`config.mk`:
```
export PLATFORM = sky130hd
export DESIGN_NAME = gcs_regs
export DESIGN_NICKNAME = d
export VERILOG_FILES = /design/src/design/gcs_pkg.sv /design/src/design/gcs_regs.sv /design/src/design/gcs_sync.sv
export VERILOG_INCLUDE_DIRS = /design/src /design/src/design
export SDC_FILE = /design/constraint.sdc
export NUM_CORES = 1
export LEC_CHECK = 0
export BUFFER_PORTS_ARGS = -buffer_cell sky130_fd_sc_hd__buf_2
export CAP_MARGIN = 20
export CORE_ASPECT_RATIO = 0.7
export CORE_MARGIN = 10
export CORE_UTILIZATION = 55
export DETAILED_ROUTE_END_ITERATION = 8
export PLACE_DENSITY = 0.93
export SYNTH_ARGS = -nofsm -noshare
export SYNTH_HDL_FRONTEND = slang
export SYNTH_HIERARCHICAL = 1
export SYNTH_SLANG_ARGS = --single-unit
```
`constraint.sdc`:
```
create_clock -name clk_i -period 2.08 [get_ports clk_i]
set_input_delay 0.104 -clock clk_i [delete_from_list [all_inputs] [get_ports clk_i]]
set_output_delay 0.104 -clock clk_i [all_outputs]
set_load 0.02 [all_outputs]
```
`src/design/gcs_map.svh`:
```
`ifndef GCS_MAP_SVH
`define GCS_MAP_SVH

// frame layout, MSB first
`define GCS_FRAME_BITS     5'h10
`define GCS_HDR_BITS       5'h04
`define GCS_ADDR_HI        15
`define GCS_ADDR_LO        14
`define GCS_RRS_BIT        13
`define GCS_RO_BIT         12

// register addresses
`define GCS_ADDR_NONE      2'h0
`define GCS_ADDR_GLOBAL    2'h1
`define GCS_ADDR_SCR0      2'h2
`define GCS_ADDR_SCR1      2'h3

// global configuration fields, then the scratch 0 flag bit
`define GCS_DEVMODE_BIT    9
`define GCS_EMUL_BIT       8
`define GCS_PRESC_HI       6
`define GCS_PRESC_LO       5
`define GCS_THR_HI         4
`define GCS_THR_LO         3
`define GCS_FLAG_BIT       11

// reset values and the bus failure diagnosis ok code
`define GCS_GCFG_RST       12'h000
`define GCS_SCR1_RST       12'h000
`define GCS_BUS_FAILURE_DIAGNOSIS_OK       4'h0

// threshold in percent of nominal
`define GCS_PCT_90         7'h5A
`define GCS_PCT_80         7'h50
`define GCS_PCT_70         7'h46

// prescale factor times two: 1, 1.5, 2.5, 3.5
`define GCS_SCALE_00       3'h2
`define GCS_SCALE_01       3'h3
`define GCS_SCALE_10       3'h5
`define GCS_SCALE_11       3'h7

`endif

```
`src/design/gcs_pkg.sv`:
```
`default_nettype none

package gcs_pkg;

    typedef enum logic [1:0] {
        GCS_IDLE  = 2'h0,
        GCS_SHIFT = 2'h1,
        GCS_DONE  = 2'h3
    } gcs_state_t;

endpackage

`default_nettype wire

```
`src/design/gcs_regs.sv`:
```
`include "gcs_map.svh"
`timescale 1ns/1ns
`default_nettype none

module gcs_regs #(
    parameter logic [10:0] IDENT_CODE = 11'h5A3, // arbitrary value
    parameter logic        LOW_VOLT   = 1'b0
) (
    input  wire logic       clk_i,
    input  wire logic       sys_rst_i,
    input  wire logic       restart_i,
    input  wire logic       spi_sck_i,
    input  wire logic       spi_sdi_i,
    input  wire logic       spi_cs_n_i,
    output logic            spi_sdo_o,
    output logic            spi_sdo_oe_o,
    input  wire logic [3:0] bus_failure_diagnosis_i,
    input  wire logic       en_function_i,
    input  wire logic [11:0] int_enable_fb_i,
    input  wire logic [11:0] sys_config_fb_i,
    input  wire logic [11:0] phy_control_fb_i,
    output logic            en_o,
    output logic            dev_mode_init_o,
    output logic            fault_output_emulation_o,
    output logic [1:0]      watchdog_prescale_o,
    output logic [2:0]      watchdog_scale_x2_o,
    output logic [1:0]      supply_reset_threshold_o,
    output logic [6:0]      supply_reset_pct_o,
    output logic [11:0]     scratch_bits_0_o,
    output logic [11:0]     scratch_bits_1_o
);

    // ==========================================================
    // pin synchronisers
    logic sck_s;
    logic sdi_s;
    logic csn_s;

    gcs_sync #(.RESET_VAL(1'b0)) u_sync_sck (
        .clk_i     (clk_i),
        .sys_rst_i (sys_rst_i),
        .d_i       (spi_sck_i),
        .q_o       (sck_s)
    );
    gcs_sync #(.RESET_VAL(1'b0)) u_sync_sdi (
        .clk_i     (clk_i),
        .sys_rst_i (sys_rst_i),
        .d_i       (spi_sdi_i),
        .q_o       (sdi_s)
    );
    gcs_sync #(.RESET_VAL(1'b1)) u_sync_csn (
        .clk_i     (clk_i),
        .sys_rst_i (sys_rst_i),
        .d_i       (spi_cs_n_i),
        .q_o       (csn_s)
    );

    // ==========================================================
    // frame engine
    gcs_pkg::gcs_state_t state;
    gcs_pkg::gcs_state_t next_state;
    logic        sck_q;
    logic        csn_q;
    logic [15:0] rx;
    logic [15:0] next_rx;
    logic [15:0] tx;
    logic [15:0] next_tx;
    logic [4:0]  bit_cnt;
    logic [4:0]  next_bit_cnt;
    logic [11:0] readback;
    logic        sck_rise;
    logic        sck_fall;
    logic        cs_start;
    logic        cs_end;
    logic        hdr_done;

    assign sck_rise = sck_s & ~sck_q;
    assign sck_fall = ~sck_s & sck_q;
    assign cs_start = csn_q & ~csn_s;
    assign cs_end   = ~csn_q & csn_s;
    assign hdr_done = (state == gcs_pkg::GCS_SHIFT) && sck_rise
                      && (bit_cnt == `GCS_HDR_BITS - 5'h01);

    // readback is chosen once address, select and flag are in
    always_comb begin
        readback = 12'h000;
        if (next_rx[3:2] == `GCS_ADDR_GLOBAL) begin
            readback = next_rx[1] ? {2'h0, dev_mode_init_o,
                                     fault_output_emulation_o, 1'b0,
                                     watchdog_prescale_o,
                                     supply_reset_threshold_o, 3'h0}
                                  : int_enable_fb_i;
        end else if (next_rx[3:2] == `GCS_ADDR_SCR0) begin
            readback = next_rx[1] ? scratch_bits_0_o : sys_config_fb_i;
        end else if (next_rx[3:2] == `GCS_ADDR_SCR1) begin
            readback = next_rx[1] ? scratch_bits_1_o : phy_control_fb_i;
        end
    end

    always_comb begin
        next_state   = state;
        next_rx      = rx;
        next_tx      = tx;
        next_bit_cnt = bit_cnt;
        case (state)
            gcs_pkg::GCS_IDLE: begin
                if (cs_start) begin
                    next_state   = gcs_pkg::GCS_SHIFT;
                    next_rx      = 16'h0000;
                    next_tx      = 16'h0000;
                    next_bit_cnt = 5'h00;
                end
            end
            gcs_pkg::GCS_SHIFT: begin
                if (cs_end) begin
                    // short or long frames are dropped without a write
                    next_state = (bit_cnt == `GCS_FRAME_BITS)
                                 ? gcs_pkg::GCS_DONE : gcs_pkg::GCS_IDLE;
                end else begin
                    if (sck_rise) begin
                        next_rx = {rx[14:0], sdi_s};
                        if (bit_cnt != 5'h1F) begin
                            next_bit_cnt = bit_cnt + 5'h01;
                        end
                    end
                    if (hdr_done) begin
                        next_tx = {1'b0, readback, 3'h0};
                    end else if (sck_fall) begin
                        next_tx = {tx[14:0], 1'b0};
                    end
                end
            end
            gcs_pkg::GCS_DONE: begin
                next_state = gcs_pkg::GCS_IDLE;
            end
            default: begin
                next_state = gcs_pkg::GCS_IDLE;
            end
        endcase
    end

    always_ff @(posedge clk_i) begin
        if (sys_rst_i) begin
            state   <= gcs_pkg::GCS_IDLE;
            sck_q   <= 1'b0;
            csn_q   <= 1'b1;
            rx      <= 16'h0000;
            tx      <= 16'h0000;
            bit_cnt <= 5'h00;
        end else begin
            state   <= next_state;
            sck_q   <= sck_s;
            csn_q   <= csn_s;
            rx      <= next_rx;
            tx      <= next_tx;
            bit_cnt <= next_bit_cnt;
        end
    end

    assign spi_sdo_o    = tx[15];
    assign spi_sdo_oe_o = ~csn_s;

    // ==========================================================
    // register bank
    logic        wr_en;
    logic [1:0]  wr_addr;
    logic        next_dev_mode;
    logic        next_emul;
    logic [1:0]  next_presc;
    logic [1:0]  next_thr;
    logic [11:0] next_scr0;
    logic [11:0] next_scr1;
    logic        next_en;

    assign wr_en   = (state == gcs_pkg::GCS_DONE) && !rx[`GCS_RO_BIT];
    assign wr_addr = rx[`GCS_ADDR_HI:`GCS_ADDR_LO];

    always_comb begin
        next_dev_mode = dev_mode_init_o;
        next_emul     = fault_output_emulation_o;
        next_presc    = watchdog_prescale_o;
        next_thr      = supply_reset_threshold_o;
        next_scr0     = scratch_bits_0_o;
        next_scr1     = scratch_bits_1_o;
        // reserved config bits are dropped, so they read as zero
        if (wr_en && wr_addr == `GCS_ADDR_GLOBAL) begin
            next_dev_mode = rx[`GCS_DEVMODE_BIT];
            next_emul     = rx[`GCS_EMUL_BIT];
            next_presc    = rx[`GCS_PRESC_HI:`GCS_PRESC_LO];
            next_thr      = rx[`GCS_THR_HI:`GCS_THR_LO];
        end else if (wr_en && wr_addr == `GCS_ADDR_SCR0) begin
            next_scr0 = {1'b1, rx[10:0]};
        end else if (wr_en && wr_addr == `GCS_ADDR_SCR1) begin
            next_scr1 = rx[11:0];
        end
        // restart clears the threshold even over a global config write landing in the same cycle
        if (restart_i) begin
            next_thr = 2'h0;
        end
        next_en = fault_output_emulation_o
                  ? (bus_failure_diagnosis_i == `GCS_BUS_FAILURE_DIAGNOSIS_OK)
                  : en_function_i;
    end

    always_ff @(posedge clk_i) begin
        if (sys_rst_i) begin
            dev_mode_init_o          <= 1'(`GCS_GCFG_RST >> `GCS_DEVMODE_BIT);
            fault_output_emulation_o <= 1'b0;
            watchdog_prescale_o      <= 2'h0;
            supply_reset_threshold_o <= 2'h0;
            scratch_bits_0_o         <= {1'b0, IDENT_CODE};
            scratch_bits_1_o         <= `GCS_SCR1_RST;
            en_o                     <= 1'b0;
        end else begin
            dev_mode_init_o          <= next_dev_mode;
            fault_output_emulation_o <= next_emul;
            watchdog_prescale_o      <= next_presc;
            supply_reset_threshold_o <= next_thr;
            scratch_bits_0_o         <= next_scr0;
            scratch_bits_1_o         <= next_scr1;
            en_o                     <= next_en;
        end
    end

    // ==========================================================
    // decoded settings
    always_comb begin
        case (watchdog_prescale_o)
            2'h0:    watchdog_scale_x2_o = `GCS_SCALE_00;
            2'h1:    watchdog_scale_x2_o = `GCS_SCALE_01;
            2'h2:    watchdog_scale_x2_o = `GCS_SCALE_10;
            default: watchdog_scale_x2_o = `GCS_SCALE_11;
        endcase
        // the low-voltage variant lacks 70 percent, so it falls back to 90
        case (supply_reset_threshold_o)
            2'h1:    supply_reset_pct_o = `GCS_PCT_80;
            2'h2:    supply_reset_pct_o = LOW_VOLT ? `GCS_PCT_90
                                                   : `GCS_PCT_70;
            default: supply_reset_pct_o = `GCS_PCT_90;
        endcase
    end

    // ==========================================================
    // checks
    property p_gcfg_write;
        @(posedge clk_i) disable iff (sys_rst_i)
        (wr_en && wr_addr == `GCS_ADDR_GLOBAL && !restart_i)
        |=> dev_mode_init_o == $past(rx[`GCS_DEVMODE_BIT])
            && watchdog_prescale_o == $past(rx[6:5]);
    endproperty
    a_gcfg_write: assert property (p_gcfg_write)
        else $error("global config not written from frame");
    property p_ro_keeps;
        @(posedge clk_i) disable iff (sys_rst_i)
        (state == gcs_pkg::GCS_DONE && rx[`GCS_RO_BIT] && !restart_i)
        |=> $stable(scratch_bits_0_o) && $stable(scratch_bits_1_o)
            && $stable(supply_reset_threshold_o);
    endproperty
    a_ro_keeps: assert property (p_ro_keeps)
        else $error("read-only frame changed a register");
    property p_flag_set;
        @(posedge clk_i) disable iff (sys_rst_i)
        (wr_en && wr_addr == `GCS_ADDR_SCR0)
        |=> scratch_bits_0_o[`GCS_FLAG_BIT]
            && scratch_bits_0_o[10:0] == $past(rx[10:0]);
    endproperty
    a_flag_set: assert property (p_flag_set)
        else $error("scratch 0 write did not set flag");
    property p_scr1_write;
        @(posedge clk_i) disable iff (sys_rst_i)
        (wr_en && wr_addr == `GCS_ADDR_SCR1)
        |=> scratch_bits_1_o == $past(rx[11:0]);
    endproperty
    a_scr1_write: assert property (p_scr1_write)
        else $error("scratch 1 not written");
    property p_en_emul;
        @(posedge clk_i) disable iff (sys_rst_i)
        fault_output_emulation_o
        |=> en_o == ($past(bus_failure_diagnosis_i) == `GCS_BUS_FAILURE_DIAGNOSIS_OK);
    endproperty
    a_en_emul: assert property (p_en_emul)
        else $error("enable output ignores diagnosis");
    property p_en_plain;
        @(posedge clk_i) disable iff (sys_rst_i)
        !fault_output_emulation_o |=> en_o == $past(en_function_i);
    endproperty
    a_en_plain: assert property (p_en_plain)
        else $error("enable output lost its enable role");
    property p_restart_thr;
        @(posedge clk_i) disable iff (sys_rst_i)
        restart_i |=> supply_reset_threshold_o == 2'h0
            && watchdog_prescale_o
               == (($past(wr_en) && $past(wr_addr) == `GCS_ADDR_GLOBAL)
                   ? $past(rx[6:5]) : $past(watchdog_prescale_o));
    endproperty
    a_restart_thr: assert property (p_restart_thr)
        else $error("restart handling of config wrong");
    property p_rb_load;
        @(posedge clk_i) disable iff (sys_rst_i)
        (hdr_done && !cs_end) |=> tx[14:3] == $past(readback)
                                  && !spi_sdo_o;
    endproperty
    a_rb_load: assert property (p_rb_load)
        else $error("readback not loaded after header");
    property p_short_frame;
        @(posedge clk_i) disable iff (sys_rst_i)
        (state == gcs_pkg::GCS_SHIFT && cs_end && bit_cnt != `GCS_FRAME_BITS)
        |=> state == gcs_pkg::GCS_IDLE ##1 state == gcs_pkg::GCS_IDLE;
    endproperty
    a_short_frame: assert property (p_short_frame)
        else $error("partial frame was committed");

endmodule

`default_nettype wire

```
`src/design/gcs_sync.sv`:
```
`timescale 1ns/1ns
`default_nettype none

module gcs_sync #(
    parameter logic RESET_VAL = 1'b0
) (
    input  wire logic clk_i,
    input  wire logic sys_rst_i,
    input  wire logic d_i,
    output logic      q_o
);

    logic meta;

    // meta feeds only the second stage
    always_ff @(posedge clk_i) begin
        if (sys_rst_i) begin
            meta <= RESET_VAL;
            q_o  <= RESET_VAL;
        end else begin
            meta <= d_i;
            q_o  <= meta;
        end
    end

endmodule

`default_nettype wire

```
---- Word level (Yosys, flattened, before mapping) ----
Cells that the tools add are included.
cells by class
  reductions and logical operators ........ 18
  bitwise operators ....................... 10
  $mul .................................... 0
  shift operators ......................... 0
  eq/ne operators ......................... 21
  div/mod/pow operators ................... 0
  multiplexer cells ....................... 27
  add/sub/neg operators ................... 1
  $lt $le $gt $ge ......................... 0
operator list
  operator             number
  $mux 16              7
  $mux 12              6
  $pmux 16 s2          2
  $mux 5               4
  $pmux 5 s2           2
  $eq 2x2->1 const B   7
  $eq 2x1->1 const B   5
  $pmux 3 s3           1
  $ne 2x2->1 const B   4
  $reduce_and 4->1     2
  $logic_and 1x1->1    6
  $mux 2               3
  $not 1->1            6
  $add 5x1->5 const B  1
  $eq 5x2->1 const B   1
  $eq 5x5->1 const B   1
  $ne 5x5->1 const B   1
  $reduce_and 5->1     1
  $and 1x1->1          4
  $logic_not 2->1      2
  $logic_not 4->1      1
  $pmux 2 s2           1
  $reduce_and 2->1     2
  $ne 3x3->1 const B   1
  6 further kinds      6
storage, ports and cells
  flip-flop bits (word level) ............. 78
  memory bits (read-only) ................. 0
  bits of input ports ..................... 47
  latch bits .............................. 0
  RAM bits ................................ 0
  memories ................................ 0
  output and inout bits ................... 43

---- Longest topological paths before layout ----
Gate-level depths: netlist of run 1.
  word-level depth ........................ 12
  depth in mapped cells ................... 8
  depth with buffers taken out ............ 7

---- Cells and area by module ----
The synthesis of run 1 kept the hierarchy.
by module, submodules not included
  module    instances  area each (µm²)  sequential area each (µm²)  cells each
  gcs_regs  1          3921.3           1381.3                      475
  gcs_sync  3          52.6             40.0                        4

---- Least setup slack after synthesis of run 1 ----
OpenSTA, ideal clock, no wires.
  kind .................................... register -> register
  start ................................... register state[0]
  end ..................................... register tx[11]
  stages on the path, launching flop included .. 7
  buffers on the path ..................... 1
  arrival time ............................ 1.793 ns
  slack ................................... 0.165 ns
  clock period less this slack ............ 1.915 ns
  setup time .............................. 0.122 ns
  cells stage by stage .................... dfxtp_1 or4b_1 buf_4 o21ai_4 o22ai_2 o21a_1 o32a_1
on the way
  longest elaborated chain between the ends .. 9
  elaborated cells between the ends (all ways) .. 22
  those cells by class .................... 7 x eq/ne; 10 x mux; 5 x reduce/logical
ends and longest elaborated chain
  item                                                    RTL line                         RTL
  from (decl)                                             gcs_regs.sv:60                   gcs_pkg::gcs_state_t state;
  from (signal assigned)                                  gcs_regs.sv:144                  state <= gcs_pkg::GCS_IDLE;
  from (signal assigned)                                  gcs_regs.sv:151                  state <= next_state;
  $eq 2x1->1 / $logic_not 2->1 (equally long branches)    gcs_regs.sv:81, gcs_regs.sv:105
  $pmux 16 s2                                             gcs_regs.sv:105                  case (state)
  $eq 2x2->1 (no line) / $mux 12 (equally long branches)  n/a
  $mux 12                                                 gcs_regs.sv:95                   end else if (next_rx[3:2] == `GCS_ADDR_SCR1) begin
  $mux 12                                                 gcs_regs.sv:93                   end else if (next_rx[3:2] == `GCS_ADDR_SCR0) begin
  $mux 12                                                 gcs_regs.sv:87                   if (next_rx[3:2] == `GCS_ADDR_GLOBAL) begin
  $mux 16                                                 gcs_regs.sv:126                  if (hdr_done) begin
  $mux 16                                                 gcs_regs.sv:115                  if (cs_end) begin
  $pmux 16 s2                                             gcs_regs.sv:105
  to (signal assigned)                                    gcs_regs.sv:155                  tx <= next_tx;
  to (decl)                                               gcs_regs.sv:66                   logic [15:0] tx;
Parallel ways exist; a longest one is shown, timed or not. The select of a mux whose other input is x is not followed.
A chain may end at the register's enable or synchronous reset.

---- Final worst setup path of run 1 ----
  start ................................... register state[1]
  end ..................................... register tx[9]
The elaborated chain is that of the path after synthesis.

==> results of run 1 <==
-- area by class of cell --
type	instances	area (µm²)	area share, %
clock buffer	13	159	3.16
clock inverter	2	35.0	0.696
inverter	15	56.3	1.12
multi-input combinational	354	2350	46.8
sequential	75	1500	29.9
tap	98	123	2.44
timing repair buffer	130	803	16.0
-- layer usage --
metal / global-route usage (%) / vias up
met5: 0 / -
li1: - / 1970
met1: 30.0 / 2017
met2: 35.5 / 284
met4: 5.38 / 0
met3: 7.90 / 30
-- power groups by stage --
stage                     clock [mW]  sequential (mW)  combinational (mW)
final                           1.14             1.45               0.206
after global routing            1.21             1.45               0.220
after CTS                       1.14             1.45               0.198
after detailed placement           0             1.48               0.190
after global placement             0             1.48               0.186
after floorplan                    0             1.48               0.103
-- how the worst max path moves through the flow --
| stage | to | slack, ns |
|---|---|---|
| floorplan | tx[11] | 0.17 |
| global placement | tx[5] | 0.1 |
| detailed placement | tx[10] | -0.04 |
| CTS | tx[8] | 0.005 |
| global route | tx[9] | -0.04 |
| finish | tx[9] | 0.04 |
-- state kept, by name (all words and copies together) (netlist names), 2 cells and up --
signal / flops
rx: 16
tx: 13
scratch_bits_0_o: 12
scratch_bits_1_o: 12
bit_cnt: 5
state: 2
supply_reset_threshold_o: 2
watchdog_prescale_o: 2
-- metrics by stage --
stage | TNS [ns] | hold WS [ns]
detailed placement | -0.0463 | 0.286
floorplan | 0 | 0.176
global placement | 0 | 0.286
CTS | 0 | 0.0120
global route | -0.127 | 0.0179
finish | 0 | 0.0179
-- worst register-to-register path: cells and delay by family, from the launching register on --
family	cells	cell delay, ns
AND/OR/NAND/NOR	1	0.29
AO/OA/AOI/OAI	4	1.12
buffers and inverters	1	0.17
flip-flops	1	0.35
-- layout by cell type (no fill, tap or decap), types with 3 or more instances in the layout --
cell type and count:
sky130_fd_sc_hd__ha_1 6, sky130_fd_sc_hd__dlygate4sd3_1 4, sky130_fd_sc_hd__buf_2 86, sky130_fd_sc_hd__a31oi_1 14, sky130_fd_sc_hd__buf_4 36, sky130_fd_sc_hd__nor4b_2 3
sky130_fd_sc_hd__nor3_1 15, sky130_fd_sc_hd__a221oi_1 6, sky130_fd_sc_hd__or2_2 5, sky130_fd_sc_hd__nor2b_1 12, sky130_fd_sc_hd__mux2i_1 28, sky130_fd_sc_hd__o21ai_1 5
sky130_fd_sc_hd__nand3_1 27, sky130_fd_sc_hd__inv_1 15, sky130_fd_sc_hd__a21boi_0 12, sky130_fd_sc_hd__o2bb2ai_1 6, sky130_fd_sc_hd__a211o_1 7, sky130_fd_sc_hd__o21ai_0 20
sky130_fd_sc_hd__nor2_1 35, sky130_fd_sc_hd__dfxtp_1 73, sky130_fd_sc_hd__a21oi_1 25, sky130_fd_sc_hd__and3_1 16, sky130_fd_sc_hd__o32a_1 6, sky130_fd_sc_hd__a21oi_2 3
sky130_fd_sc_hd__a22o_1 6, sky130_fd_sc_hd__clkbuf_8 11, sky130_fd_sc_hd__a211oi_1 13, sky130_fd_sc_hd__nand2_1 38, sky130_fd_sc_hd__nand2b_1 5, sky130_fd_sc_hd__a311oi_1 5
sky130_fd_sc_hd__conb_1 3
-- cells by family (layout without fill, tap and decap cells) --
logic type	count (synthesis)	after routing	share of synthesized area, %
AOI/OAI and AO/OA	141	141	24.6
xor gates and xnor gates	3	3	0.644
adders and majority gates	6	6	1.84
buffers and inverters	59	160	6.47
DFF	75	75	36.8
muxes	28	28	6.87
other	2	3	0.184
and+or+nand+nor	173	173	22.6
-- Yosys cell counts (all sizes together) (2+ instances only) --
cell type and number:
a211o 7, nor4bb 3, nor2b 12, ha 6
dfxtp 75, mux2i 28, xor2 2, a31oi 14
nor3 15, a221oi 6, inv 15, a32oi 2
o21ai 26, nand2 38, nor4 2, o2bb2ai 6
nor4b 3, a311oi 5, conb 2, a21boi 12
nand3 28, clkbuf 22, a211oi 14, o211ai 2
nor2 35, a22o 6, buf 22, o32a 6
and3 17, or2 7, nand2b 5, a21oi 28
-- what timing repair did --
item,CTS,global route
endpoints found under the hold margin,5,0
pin swaps,0,2
gates resized for setup,2,15
setup endpoints to repair,4,10
hold buffers,4,0
==> metrics.txt, run 1 <==
# TYPE chip_impl_metric gauge
chip_impl_info{name="outcome",value="completed"} 1
chip_impl_metric{name="dieHeight",unit="µm"} 92.1
chip_impl_metric{name="worstPathBufferInverterCount",unit=""} 1
chip_impl_metric{name="insertion_delay_to_the_later_sink_of_the_worst_skew_pair",unit="ns"} 0.36
chip_impl_metric{name="drt-vias-per-instance",unit=""} 6.26
chip_impl_metric{name="cts-root-to-sink-buffers",unit=""} 2
chip_impl_metric{name="post-route-drc-count",unit=""} 0
chip_impl_metric{name="post-route-worst-setup-slack",unit="ns"} 0.0394
chip_impl_metric{name="core.rowCount",unit=""} 26
chip_impl_metric{name="met2_wirelength",unit="mm"} 5.89
chip_impl_metric{name="drt_first_iter_violations",unit=""} 549
chip_impl_info{name="synthFlopType",value="sky130_fd_sc_hd__dfxtp_1"} 1
chip_impl_info{name="post_synth_main_area_contributors",value="sky130_fd_sc_hd__dfxtp_1 (37%), sky130_fd_sc_hd__mux2i_1 (6.9%), sky130_fd_sc_hd__nand2_1 (3.5%)"} 1
chip_impl_info{name="setup_repair_after_global_routing_missed_its_margin",value="yes"} 1
chip_impl_metric{name="synth_enable_flop_cells",unit=""} 0
chip_impl_metric{name="cp_data_arrival_time",unit="ns"} 2.29
chip_impl_metric{name="power.total",unit="mW"} 2.80
chip_impl_metric{name="syn_area_per_cell",unit="µm²"} 8.38
chip_impl_info{name="crit-reg2reg-launch",value="state[1]"} 1
chip_impl_metric{name="dp.cells",unit=""} 668
chip_impl_metric{name="route.vias.total",unit=""} 4301
chip_impl_info{name="post-synth-top-area-cell",value="sky130_fd_sc_hd__dfxtp_1"} 1
chip_impl_metric{name="timing.critical_path.required",unit="ns"} 2.32
chip_impl_metric{name="finalHoldViolCount",unit=""} 0
chip_impl_metric{name="p_seq_share",unit="%"} 51.8
chip_impl_metric{name="met1Wirelength",unit="mm"} 5.59
chip_impl_info{name="critPathTopFamily",value="compound AO/OA/AOI/OAI gates"} 1
chip_impl_metric{name="vdd_drop_max",unit="µV"} 349
chip_impl_metric{name="all_layer_global_routing_usage",unit="%"} 23.0
chip_impl_metric{name="final_layout_size_suffix_gt1_share",unit="%"} 28.2
chip_impl_info{name="critPathKind",value="reg2reg"} 1
chip_impl_metric{name="die_outline_area",unit="µm²"} 11300
chip_impl_metric{name="die-width",unit="µm"} 123
chip_impl_metric{name="dp_hpwl",unit="mm"} 9.48
chip_impl_metric{name="route.final.wire_length",unit="mm"} 13.4
chip_impl_metric{name="report.final.setup_viol",unit=""} 0
chip_impl_info{name="critPathSlowestCell",value="sky130_fd_sc_hd__a2111o_1"} 1
chip_impl_metric{name="reg2regPathDepth",unit=""} 6
chip_impl_metric{name="timing.critical_path.fanout_max",unit=""} 6
chip_impl_metric{name="fin_crit_sh",unit="%"} 98.1
chip_impl_info{name="min_path_type",value="in2reg"} 1
chip_impl_metric{name="synth-seq-area-share",unit="%"} 36.8
chip_impl_metric{name="final.setup_skew",unit="ns"} 0.00890
chip_impl_metric{name="power_frac_clock",unit="%"} 40.8
chip_impl_metric{name="first_pass_iters",unit=""} 6
chip_impl_metric{name="first_global_vias",unit=""} 4154
chip_impl_metric{name="gp_weighted_congestion",unit=""} 0.945
chip_impl_info{name="clock-root-buffer",value="sky130_fd_sc_hd__clkbuf_8"} 1
chip_impl_metric{name="num_io_pins",unit=""} 90
chip_impl_metric{name="synthesis.instances",unit=""} 487
chip_impl_metric{name="timing.final.crit_period",unit="ns"} 2.04
chip_impl_metric{name="synth_cell_types",unit=""} 57
chip_impl_info{name="worst_hold_startpoint",value="en_function_i"} 1
chip_impl_metric{name="numCtsBuffers",unit=""} 9
chip_impl_info{name="start_kind",value="register"} 1
chip_impl_metric{name="wl_met3",unit="mm"} 1.63
chip_impl_metric{name="maxCapViolCount",unit=""} 0
chip_impl_info{name="cp_cell_sequence",value="buf_4 > nand4bb_2 > o211ai_1 > a2111o_1 > a21oi_1 > o32a_1"} 1
chip_impl_metric{name="report.final.slew_viol_count",unit=""} 0
chip_impl_metric{name="net-switching-power",unit="mW"} 0.651
chip_impl_metric{name="worstSetupPathDepth",unit=""} 6
chip_impl_metric{name="hold_depth",unit=""} 3
chip_impl_info{name="hold-path-endpoint",value="en_o"} 1
chip_impl_metric{name="finish.net_count",unit=""} 638
chip_impl_metric{name="grt_start_max_net_pins",unit=""} 47
chip_impl_metric{name="instances_no_fill",unit=""} 687
chip_impl_metric{name="design_area",unit="µm²"} 5030
chip_impl_metric{name="r2r_slack",unit="ns"} 0.04
chip_impl_metric{name="power.internal",unit="mW"} 2.15
chip_impl_info{name="highest_layer",value="met4"} 1
chip_impl_metric{name="io_buffers",unit=""} 86
chip_impl_info{name="setup.worst_path.start",value="state[1]"} 1
chip_impl_info{name="cts_tree",value="done"} 1
chip_impl_metric{name="wl_per_cell",unit="µm"} 19.4
chip_impl_metric{name="syn2layout_area_growth",unit="%"} 23.4
chip_impl_metric{name="detailed_place.area",unit="µm²"} 4750
chip_impl_metric{name="grt_overflow_total",unit=""} 0
chip_impl_metric{name="grt_antenna_before_repair",unit=""} 0
chip_impl_metric{name="power.static_leakage",unit="nW"} 2.12
chip_impl_metric{name="power.density",unit="nW/µm²"} 557
chip_impl_metric{name="postCtsSetupRepairBufs",unit=""} 0
chip_impl_metric{name="syn-cell-area",unit="µm²"} 4080
chip_impl_metric{name="synthArstFlopShare",unit="%"} 0
chip_impl_metric{name="antenna_left",unit=""} 0
chip_impl_metric{name="cts.clk_slew.worst_paths",unit="ns"} 0.08
chip_impl_metric{name="yosys_warnings",unit=""} 6
chip_impl_metric{name="swShare",unit="%"} 23.2
chip_impl_metric{name="postSynthRegisterBits",unit=""} 75
chip_impl_metric{name="tritoncts_num_sinks",unit=""} 75
chip_impl_metric{name="maxClockFrequency",unit="GHz"} 0.490
chip_impl_info{name="setup.worst_path.end_class",value="register"} 1
chip_impl_metric{name="comb_power_share",unit="%"} 7.3
chip_impl_metric{name="cpPeakStageDelay",unit="ns"} 0.36
chip_impl_metric{name="h-tree-depth",unit=""} 3
chip_impl_metric{name="core_region_area",unit="µm²"} 7250
chip_impl_metric{name="share_of_yosys_cell_area_claimed_by_the_top_area_cell_type",unit="%"} 36.8
chip_impl_metric{name="post-place-ws",unit="ns"} -0.0422
chip_impl_metric{name="num_antenna_cells",unit=""} 0
chip_impl_metric{name="effective_utilization_at_floorplan",unit="%"} 56.2
chip_impl_metric{name="fillCellCount",unit=""} 557
chip_impl_metric{name="wire_length_of_the_first_global_routing_pass",unit="mm"} 21.1
chip_impl_info{name="critical_path.reg2reg.endpoint",value="tx[9]"} 1
chip_impl_metric{name="core_occupancy_in_the_finished_layout",unit="%"} 69.4
Power figures use the tool's default switching activity.
==> run 2: changes to the inputs <==
--- a/config.mk
+++ b/config.mk
@@ -10,10 +10,9 @@
 export CAP_MARGIN = 20
 export CORE_ASPECT_RATIO = 0.7
 export CORE_MARGIN = 10
-export CORE_UTILIZATION = 55
+export CORE_UTILIZATION = 48
 export DETAILED_ROUTE_END_ITERATION = 8
-export PLACE_DENSITY = 0.93
+export PLACE_DENSITY = 0.88
 export SYNTH_ARGS = -nofsm -noshare
 export SYNTH_HDL_FRONTEND = slang
-export SYNTH_HIERARCHICAL = 1
 export SYNTH_SLANG_ARGS = --single-unit
==> constraint.sdc (replaced) <==
create_clock -name clk_i -period 1.65 [get_ports clk_i]
set_input_delay 0.0825 -clock clk_i [delete_from_list [all_inputs] [get_ports clk_i]]
set_output_delay 0.0825 -clock clk_i [all_outputs]
set_load 0.02 [all_outputs]
==> metrics.txt, run 2 <==
# TYPE chip_impl_metric gauge
chip_impl_info{name="synthFlopType",value="sky130_fd_sc_hd__dfxtp_1"} 1
chip_impl_metric{name="final.setup_skew",unit="ns"} 0.0117
chip_impl_metric{name="fin_hold_ws",unit="ns"} 0.0511
chip_impl_metric{name="syn_area_per_cell",unit="µm²"} 9.14
chip_impl_metric{name="drt-vias-per-instance",unit=""} 6.06
chip_impl_info{name="max_flop_register",value="rx"} 1
chip_impl_metric{name="first_global_vias",unit=""} 3825
chip_impl_metric{name="final_layout_size_suffix_gt1_share",unit="%"} 43.6
chip_impl_metric{name="met2_wirelength",unit="mm"} 6.68
chip_impl_metric{name="reg2regPathDepth",unit=""} 6
chip_impl_info{name="crit-reg2reg-launch",value="bit_cnt[1]"} 1
chip_impl_metric{name="num_io_pins",unit=""} 90
chip_impl_info{name="critical_path.reg2reg.endpoint",value="tx[12]"} 1
chip_impl_metric{name="numCtsBuffers",unit=""} 9
chip_impl_metric{name="synthesis.instances",unit=""} 408
chip_impl_metric{name="hold_depth",unit=""} 3
chip_impl_metric{name="wl_per_cell",unit="µm"} 21.8
chip_impl_info{name="post-synth-top-area-cell",value="sky130_fd_sc_hd__dfxtp_1"} 1
chip_impl_metric{name="grt_antenna_before_repair",unit=""} 0
chip_impl_info{name="hold-path-endpoint",value="tx[13]"} 1
chip_impl_info{name="synthTopCellsByCount",value="sky130_fd_sc_hd__dfxtp_1 (75), sky130_fd_sc_hd__mux2i_1 (49), sky130_fd_sc_hd__nor2_1 (46), sky130_fd_sc_hd__a21oi_1 (24), sky130_fd_sc_hd__nor2b_1 (21)"} 1
chip_impl_metric{name="fin_crit_sh",unit="%"} 140
chip_impl_info{name="setup_repair_after_global_routing_missed_its_margin",value="yes"} 1
chip_impl_metric{name="finalHoldViolCount",unit=""} 0
chip_impl_info{name="violated_checks",value="setup timing"} 1
chip_impl_info{name="top_count_cell_post_synth",value="sky130_fd_sc_hd__dfxtp_1"} 1
chip_impl_metric{name="drt_first_iter_violations",unit=""} 532
chip_impl_metric{name="flip_flop_count_of_the_largest_register_after_layout",unit=""} 16
chip_impl_metric{name="post-route-worst-setup-slack",unit="ns"} -0.664
chip_impl_metric{name="wire_length_of_the_first_global_routing_pass",unit="mm"} 20.1
chip_impl_metric{name="io_buffers",unit=""} 86
chip_impl_metric{name="max_slew.worst_pin.slew",unit="ns"} 0.654
chip_impl_metric{name="synthArstFlopShare",unit="%"} 0
chip_impl_info{name="highest_layer",value="met4"} 1
chip_impl_metric{name="timing.critical_path.fanout_max",unit=""} 6
chip_impl_info{name="start_kind",value="register"} 1
chip_impl_info{name="critPathSlowestCell",value="sky130_fd_sc_hd__or4_4"} 1
chip_impl_metric{name="r2r_slack",unit="ns"} -0.66
chip_impl_metric{name="grt_start_max_net_pins",unit=""} 22
chip_impl_metric{name="all_layer_global_routing_usage",unit="%"} 21.0
chip_impl_metric{name="fillCellCount",unit=""} 498
chip_impl_info{name="worst_hold_startpoint",value="int_enable_fb_i[10]"} 1
chip_impl_metric{name="maxCapViolCount",unit=""} 0
chip_impl_metric{name="syn2layout_area_growth",unit="%"} 45.1
chip_impl_metric{name="cts-root-to-sink-buffers",unit=""} 2
chip_impl_info{name="biggestRegsByFlops",value="rx x16, tx x13"} 1
chip_impl_metric{name="timing.critical_path.required",unit="ns"} 1.95
chip_impl_metric{name="power.density",unit="nW/µm²"} 736
chip_impl_metric{name="grt_overflow_total",unit=""} 0
chip_impl_metric{name="detailed_place.area",unit="µm²"} 4630
chip_impl_info{name="cp_cell_sequence",value="ha_4 > or4bb_4 > or4_4 > a211oi_1 > a22o_1 > and3_1"} 1
chip_impl_metric{name="synth_enable_flop_cells",unit=""} 0
chip_impl_metric{name="core.rowCount",unit=""} 26
chip_impl_metric{name="effective_utilization_at_floorplan",unit="%"} 50.3
chip_impl_info{name="setup.worst_path.end_class",value="register"} 1
chip_impl_metric{name="tritoncts_num_sinks",unit=""} 75
chip_impl_metric{name="postSynthRegisterBits",unit=""} 75
chip_impl_metric{name="maxClockFrequency",unit="GHz"} 0.432
chip_impl_metric{name="wl_met3",unit="mm"} 1.35
chip_impl_info{name="critPathTopFamily",value="simple AND/OR/NAND/NOR gates"} 1
chip_impl_metric{name="timing.final.crit_period",unit="ns"} 2.31
chip_impl_metric{name="route.vias.total",unit=""} 3971
chip_impl_info{name="final_cell_mix",value="sky130_fd_sc_hd__buf_2 (86), sky130_fd_sc_hd__dfxtp_1 (69), sky130_fd_sc_hd__buf_4 (58)"} 1
chip_impl_metric{name="power.static_leakage",unit="nW"} 2.24
chip_impl_metric{name="dieHeight",unit="µm"} 93.7
chip_impl_metric{name="dp_hpwl",unit="mm"} 9.11
chip_impl_info{name="cts_tree",value="done"} 1
chip_impl_metric{name="core_region_area",unit="µm²"} 7420
chip_impl_info{name="setup.worst_path.start",value="bit_cnt[1]"} 1
chip_impl_info{name="post_synth_main_area_contributors",value="sky130_fd_sc_hd__dfxtp_1 (40%), sky130_fd_sc_hd__mux2i_1 (13%), sky130_fd_sc_hd__nor2_1 (4.6%)"} 1
chip_impl_metric{name="h-tree-depth",unit=""} 3
chip_impl_metric{name="insertion_delay_to_the_later_sink_of_the_worst_skew_pair",unit="ns"} 0.36
chip_impl_metric{name="report.final.slew_viol_count",unit=""} 0
chip_impl_metric{name="finish.net_count",unit=""} 605
chip_impl_metric{name="met1Wirelength",unit="mm"} 5.64
chip_impl_info{name="min_path_type",value="in2reg"} 1
chip_impl_metric{name="share_of_yosys_cell_area_claimed_by_the_top_area_cell_type",unit="%"} 40.3
chip_impl_info{name="clock-root-buffer",value="sky130_fd_sc_hd__clkbuf_8"} 1
chip_impl_metric{name="report.final.setup_viol",unit=""} 18
chip_impl_metric{name="synth_cell_types",unit=""} 55
chip_impl_metric{name="vdd_drop_max",unit="µV"} 498
chip_impl_metric{name="worstPathBufferInverterCount",unit=""} 0
chip_impl_metric{name="cp_data_arrival_time",unit="ns"} 2.61
chip_impl_metric{name="slew_headroom",unit="%"} 56.4
chip_impl_metric{name="gp_weighted_congestion",unit=""} 0.955
chip_impl_metric{name="die_outline_area",unit="µm²"} 11700
chip_impl_info{name="critPathKind",value="reg2reg"} 1
chip_impl_info{name="layout_commonest_cell",value="sky130_fd_sc_hd__buf_2"} 1
chip_impl_metric{name="post-route-drc-count",unit=""} 0
chip_impl_info{name="outcome",value="finished with violations"} 1
chip_impl_metric{name="die-width",unit="µm"} 125
chip_impl_metric{name="cpPeakStageDelay",unit="ns"} 0.51
chip_impl_metric{name="route.final.wire_length",unit="mm"} 14.3
chip_impl_metric{name="first_pass_iters",unit=""} 7
chip_impl_metric{name="design_area",unit="µm²"} 5410
chip_impl_metric{name="num_antenna_cells",unit=""} 0
chip_impl_metric{name="synth-seq-area-share",unit="%"} 40.3
chip_impl_metric{name="antenna_left",unit=""} 0
chip_impl_metric{name="cts.clk_slew.worst_paths",unit="ns"} 0.08
chip_impl_metric{name="yosys_warnings",unit=""} 0
chip_impl_metric{name="syn-cell-area",unit="µm²"} 3730
-- run 2: layout make-up --
type                            count  area [µm²]  share of cell area (%)
Tap cell                           98         123                    2.27
Timing Repair Buffer              165        1140                    21.0
Sequential cell                    75        1510                    27.9
Inverter                           12        45.0                   0.833
Clock buffer                       11         151                    2.80
Clock inverter                      5        82.6                    1.53
Multi-Input combinational cell    289        2360                    43.6
-- run 2: repair_timing --
| action | 4_1_cts | 5_1_grt |
|---|---|---|
| hold buffers | 4 | 0 |
| cloned | 1 | 1 |
| pin swaps | 12 | 18 |
| resized for setup | 44 | 38 |
| endpoints found under the setup margin | 34 | 41 |
| endpoints found under the hold margin | 5 | 0 |
| buffers inserted | 9 | 5 |
-- run 2: kinds of logic after synthesis --
logic type / count (synthesis) / share of synthesized area (%)
muxes: 53 / 14.4
xor gates and xnor gates: 2 / 0.470
other: 2 / 0.201
DFF: 75 / 40.3
and+or+nand+nor: 128 / 18.3
AOI/OAI and AO/OA: 96 / 18.1
adders and majority gates: 7 / 2.28
buffers and inverters: 45 / 6.01
-- run 2: worst reg2reg max path, delay by kind of cell (launching register included) --
kind / cells / cell delay [ns]
AOI/OAI and AO/OA: 2 / 0.61
adders and majority gates: 1 / 0.14
DFF: 1 / 0.36
and+or+nand+nor: 3 / 1.15
-- run 2: worst max path at each step --
stage | to | depth (start not counted)
global route | tx[12] | 6
detailed placement | tx[8] | 8
CTS | tx[9] | 8
finish | tx[12] | 6
global placement | tx[11] | 8
floorplan | tx[6] | 7
-- run 2: power by group --
group	total (mW)	internal [mW]	switching, mW
Sequential	1.85	1.83	0.0221
Clock	1.68	0.943	0.738
Combinational	0.447	0.209	0.237
Total	3.98	2.98	0.997
-- run 2: routing by layer --
metal  vias to the layer above  GRT usage [%]
li1                       1756              -
met1                      1896           25.1
met5                         -              0
met4                         0           6.41
met2                       247           35.0
met3                        72           7.28
-- run 2: metrics by stage --
| stage | setup TNS, ns | setup WS [ns] | util (%) | power (mW) | std cells |
|---|---|---|---|---|---|
| CTS | -6.84 | -0.591 | 69.6 | 3.89 | 650 |
| global route | -8.59 | -0.708 | 72.9 | 4.10 | 655 |
| global placement | -6.75 | -0.537 | 62.4 | 2.18 | 621 |
| finish | -6.98 | -0.664 | 72.9 | 3.98 | 655 |
| floorplan | -5.14 | -0.427 | - | 2.05 | 409 |
| detailed placement | -8.14 | -0.630 | 62.4 | 2.20 | 621 |
==> run 3: changes to the inputs <==
--- a/config.mk
+++ b/config.mk
@@ -10,9 +10,9 @@
 export CAP_MARGIN = 20
 export CORE_ASPECT_RATIO = 0.7
 export CORE_MARGIN = 10
-export CORE_UTILIZATION = 48
+export CORE_UTILIZATION = 40
 export DETAILED_ROUTE_END_ITERATION = 8
-export PLACE_DENSITY = 0.88
+export PLACE_DENSITY = 0.77
 export SYNTH_ARGS = -nofsm -noshare
 export SYNTH_HDL_FRONTEND = slang
 export SYNTH_SLANG_ARGS = --single-unit
==> metrics.txt, run 3 (synthesized netlist as in run 2, its figures left out) <==
# TYPE chip_impl_metric gauge
chip_impl_metric{name="numCtsBuffers",unit=""} 9
chip_impl_metric{name="slew_headroom",unit="%"} 59.7
chip_impl_metric{name="timing.critical_path.required",unit="ns"} 1.88
chip_impl_metric{name="power.static_leakage",unit="nW"} 2.23
chip_impl_metric{name="insertion_delay_to_the_later_sink_of_the_worst_skew_pair",unit="ns"} 0.34
chip_impl_metric{name="post-route-drc-count",unit=""} 0
chip_impl_metric{name="antenna_left",unit=""} 0
chip_impl_info{name="critPathKind",value="reg2reg"} 1
chip_impl_metric{name="drt_first_iter_violations",unit=""} 325
chip_impl_info{name="final_cell_mix",value="sky130_fd_sc_hd__buf_2 (86), sky130_fd_sc_hd__dfxtp_1 (70), sky130_fd_sc_hd__mux2i_1 (48)"} 1
chip_impl_metric{name="comb_power_share",unit="%"} 8.9
chip_impl_metric{name="first_global_vias",unit=""} 3801
chip_impl_metric{name="cts-root-to-sink-buffers",unit=""} 2
chip_impl_info{name="max_flop_register",value="rx"} 1
chip_impl_metric{name="maxClockFrequency",unit="GHz"} 0.458
chip_impl_metric{name="gp_weighted_congestion",unit=""} 0.880
chip_impl_metric{name="fin_crit_sh",unit="%"} 132
chip_impl_metric{name="dieHeight",unit="µm"} 101
chip_impl_metric{name="dp_hpwl",unit="mm"} 8.82
chip_impl_info{name="setup_repair_after_global_routing_missed_its_margin",value="yes"} 1
chip_impl_info{name="worst_hold_startpoint",value="int_enable_fb_i[2]"} 1
chip_impl_metric{name="h-tree-depth",unit=""} 3
chip_impl_metric{name="cp_data_arrival_time",unit="ns"} 2.42
chip_impl_metric{name="swShare",unit="%"} 22.0
chip_impl_metric{name="flip_flop_count_of_the_largest_register_after_layout",unit=""} 16
chip_impl_info{name="layout_commonest_cell",value="sky130_fd_sc_hd__buf_2"} 1
chip_impl_metric{name="net-switching-power",unit="mW"} 0.986
chip_impl_metric{name="route.final.wire_length",unit="mm"} 13.0
chip_impl_info{name="outcome",value="finished with violations"} 1
chip_impl_info{name="setup.worst_path.end_class",value="register"} 1
chip_impl_metric{name="die_outline_area",unit="µm²"} 13600
chip_impl_metric{name="syn2layout_area_growth",unit="%"} 47.8
chip_impl_info{name="cts_tree",value="done"} 1
chip_impl_metric{name="dp.cells",unit=""} 641
chip_impl_metric{name="final_layout_size_suffix_gt1_share",unit="%"} 43.5
chip_impl_metric{name="power.total",unit="mW"} 4.49
chip_impl_metric{name="vdd_drop_max",unit="µV"} 545
chip_impl_metric{name="report.final.setup_viol",unit=""} 18
chip_impl_metric{name="report.final.slew_viol_count",unit=""} 0
chip_impl_metric{name="core.rowCount",unit=""} 29
chip_impl_metric{name="effective_utilization_at_floorplan",unit="%"} 41.1
chip_impl_metric{name="all_layer_global_routing_usage",unit="%"} 18.0
chip_impl_metric{name="max_slew.worst_pin.slew",unit="ns"} 0.605
chip_impl_info{name="biggestRegsByFlops",value="rx x16, tx x13"} 1
chip_impl_info{name="start_kind",value="register"} 1
chip_impl_metric{name="power.density",unit="nW/µm²"} 814
chip_impl_metric{name="grt_antenna_before_repair",unit=""} 0
chip_impl_metric{name="io_buffers",unit=""} 86
chip_impl_metric{name="cts.clk_slew.worst_paths",unit="ns"} 0.06
chip_impl_metric{name="first_pass_iters",unit=""} 5
chip_impl_info{name="crit-reg2reg-launch",value="bit_cnt[0]"} 1
chip_impl_metric{name="fillCellCount",unit=""} 727
chip_impl_metric{name="power_frac_clock",unit="%"} 49.8
chip_impl_metric{name="finalHoldViolCount",unit=""} 0
chip_impl_info{name="clock-root-buffer",value="sky130_fd_sc_hd__clkbuf_16"} 1
chip_impl_metric{name="fin_hold_ws",unit="ns"} 0.0829
chip_impl_metric{name="drt-vias-per-instance",unit=""} 5.51
chip_impl_metric{name="num_io_pins",unit=""} 90
chip_impl_metric{name="power.internal",unit="mW"} 3.50
chip_impl_info{name="hold-path-endpoint",value="tx[5]"} 1
chip_impl_metric{name="grt_start_max_net_pins",unit=""} 31
chip_impl_metric{name="post-route-worst-setup-slack",unit="ns"} -0.535
chip_impl_metric{name="wire_length_of_the_first_global_routing_pass",unit="mm"} 19.5
chip_impl_metric{name="final.setup_skew",unit="ns"} 0.00345
chip_impl_info{name="setup.worst_path.start",value="bit_cnt[0]"} 1
chip_impl_metric{name="timing.critical_path.fanout_max",unit=""} 8
chip_impl_metric{name="core_region_area",unit="µm²"} 9070
chip_impl_metric{name="wl_per_cell",unit="µm"} 19.3
chip_impl_metric{name="die-width",unit="µm"} 135
chip_impl_metric{name="r2r_slack",unit="ns"} -0.54
chip_impl_info{name="min_path_type",value="in2reg"} 1
chip_impl_metric{name="finish.net_count",unit=""} 595
chip_impl_metric{name="p_seq_share",unit="%"} 41.3
chip_impl_metric{name="num_antenna_cells",unit=""} 0
chip_impl_info{name="critical_path.reg2reg.endpoint",value="tx[11]"} 1
chip_impl_metric{name="grt_overflow_total",unit=""} 0
chip_impl_info{name="violated_checks",value="setup timing"} 1
chip_impl_metric{name="reg2regPathDepth",unit=""} 7
chip_impl_metric{name="route.vias.total",unit=""} 3695
chip_impl_metric{name="tritoncts_num_sinks",unit=""} 75
chip_impl_metric{name="hold_depth",unit=""} 3
chip_impl_metric{name="instances_no_fill",unit=""} 671
chip_impl_metric{name="timing.final.crit_period",unit="ns"} 2.19
chip_impl_metric{name="maxCapViolCount",unit=""} 0
==> run 3: cell types whose count changed in the layout (fill, tap and decap cells not counted), moves of 3 or more <==
cell,before,now
sky130_fd_sc_hd__clkbuf_16,1,9
sky130_fd_sc_hd__o21ai_0,11,7
sky130_fd_sc_hd__a211oi_2,1,5
sky130_fd_sc_hd__clkbuf_8,11,4
sky130_fd_sc_hd__buf_4,58,47
sky130_fd_sc_hd__o21ai_1,1,4
sky130_fd_sc_hd__buf_6,13,9
==> run 3: final cells by class <==
class                           instances  area [µm²]  share of cell area [%]
Clock buffer                           13         280                    5.09
Clock inverter                          3        67.6                    1.23
Inverter                               12        45.0                   0.817
Multi-Input combinational cell        290        2380                    43.3
Sequential cell                        75        1510                    27.5
Tap cell                              124         155                    2.82
Timing Repair Buffer                  154        1060                    19.3
==> run 3: worst max-delay path by stage <==
stage                     endpoint  cells past startpoint
final                       tx[11]                      7
after global routing        tx[11]                      9
after CTS                    tx[6]                      7
after detailed placement    tx[14]                      7
after global placement       tx[6]                      8
after floorplan              tx[6]                      7
==> run 3: power groups by stage <==
stage,Sequential [mW],Clock (mW),Combinational [mW]
3_3_place_gp,1.89,0,0.286
6_report,1.85,2.24,0.400
3_5_place_dp,1.89,0,0.294
2_1_floorplan,1.88,0,0.162
5_1_grt,1.85,2.34,0.424
4_1_cts,1.85,2.27,0.352
==> run 3: per-stage QoR <==
stage	instance area, µm²	util [%]	worst slack, ns	TNS, ns
2_1_floorplan	3790	-	-0.427	-5.14
3_3_place_gp	4630	51.0	-0.514	-7.03
3_5_place_dp	4630	51.0	-0.620	-9.63
4_1_cts	5290	58.3	-0.524	-5.98
5_1_grt	5510	60.7	-0.648	-8.12
6_report	5510	60.7	-0.535	-6.36
==> run 3: metal layers <==
| metal | vias to the layer above | track usage (%) | share of wire, % |
|---|---|---|---|
| met2 | 156 | 29.2 | 48 |
| met3 | 25 | 6.72 | 8.4 |
| met5 | - | 0 | 0 |
| met4 | 0 | 5.20 | 1.5 |
| met1 | 1781 | 21.7 | 42 |
| li1 | 1733 | - | - |
==> run 3: timing repair <==
item | 4_1_cts | 5_1_grt
endpoints found under the hold margin | 6 | 0
setup buffers | 5 | 3
resized for setup | 50 | 43
hold buffers | 5 | 0
setup endpoints to repair | 35 | 40
gates cloned | 1 | 0
pin swaps | 11 | 15
==> run 3: worst max-delay path, cell delays in order, from the launching register on <==
cell and delay (ns):
sky130_fd_sc_hd__dfxtp_2 0.35, sky130_fd_sc_hd__ha_4 0.15, sky130_fd_sc_hd__or4bb_4 0.48, sky130_fd_sc_hd__or4_4 0.48, sky130_fd_sc_hd__buf_8 0.17, sky130_fd_sc_hd__nor2_4 0.16, sky130_fd_sc_hd__o21ai_1 0.09, sky130_fd_sc_hd__o21a_1 0.19
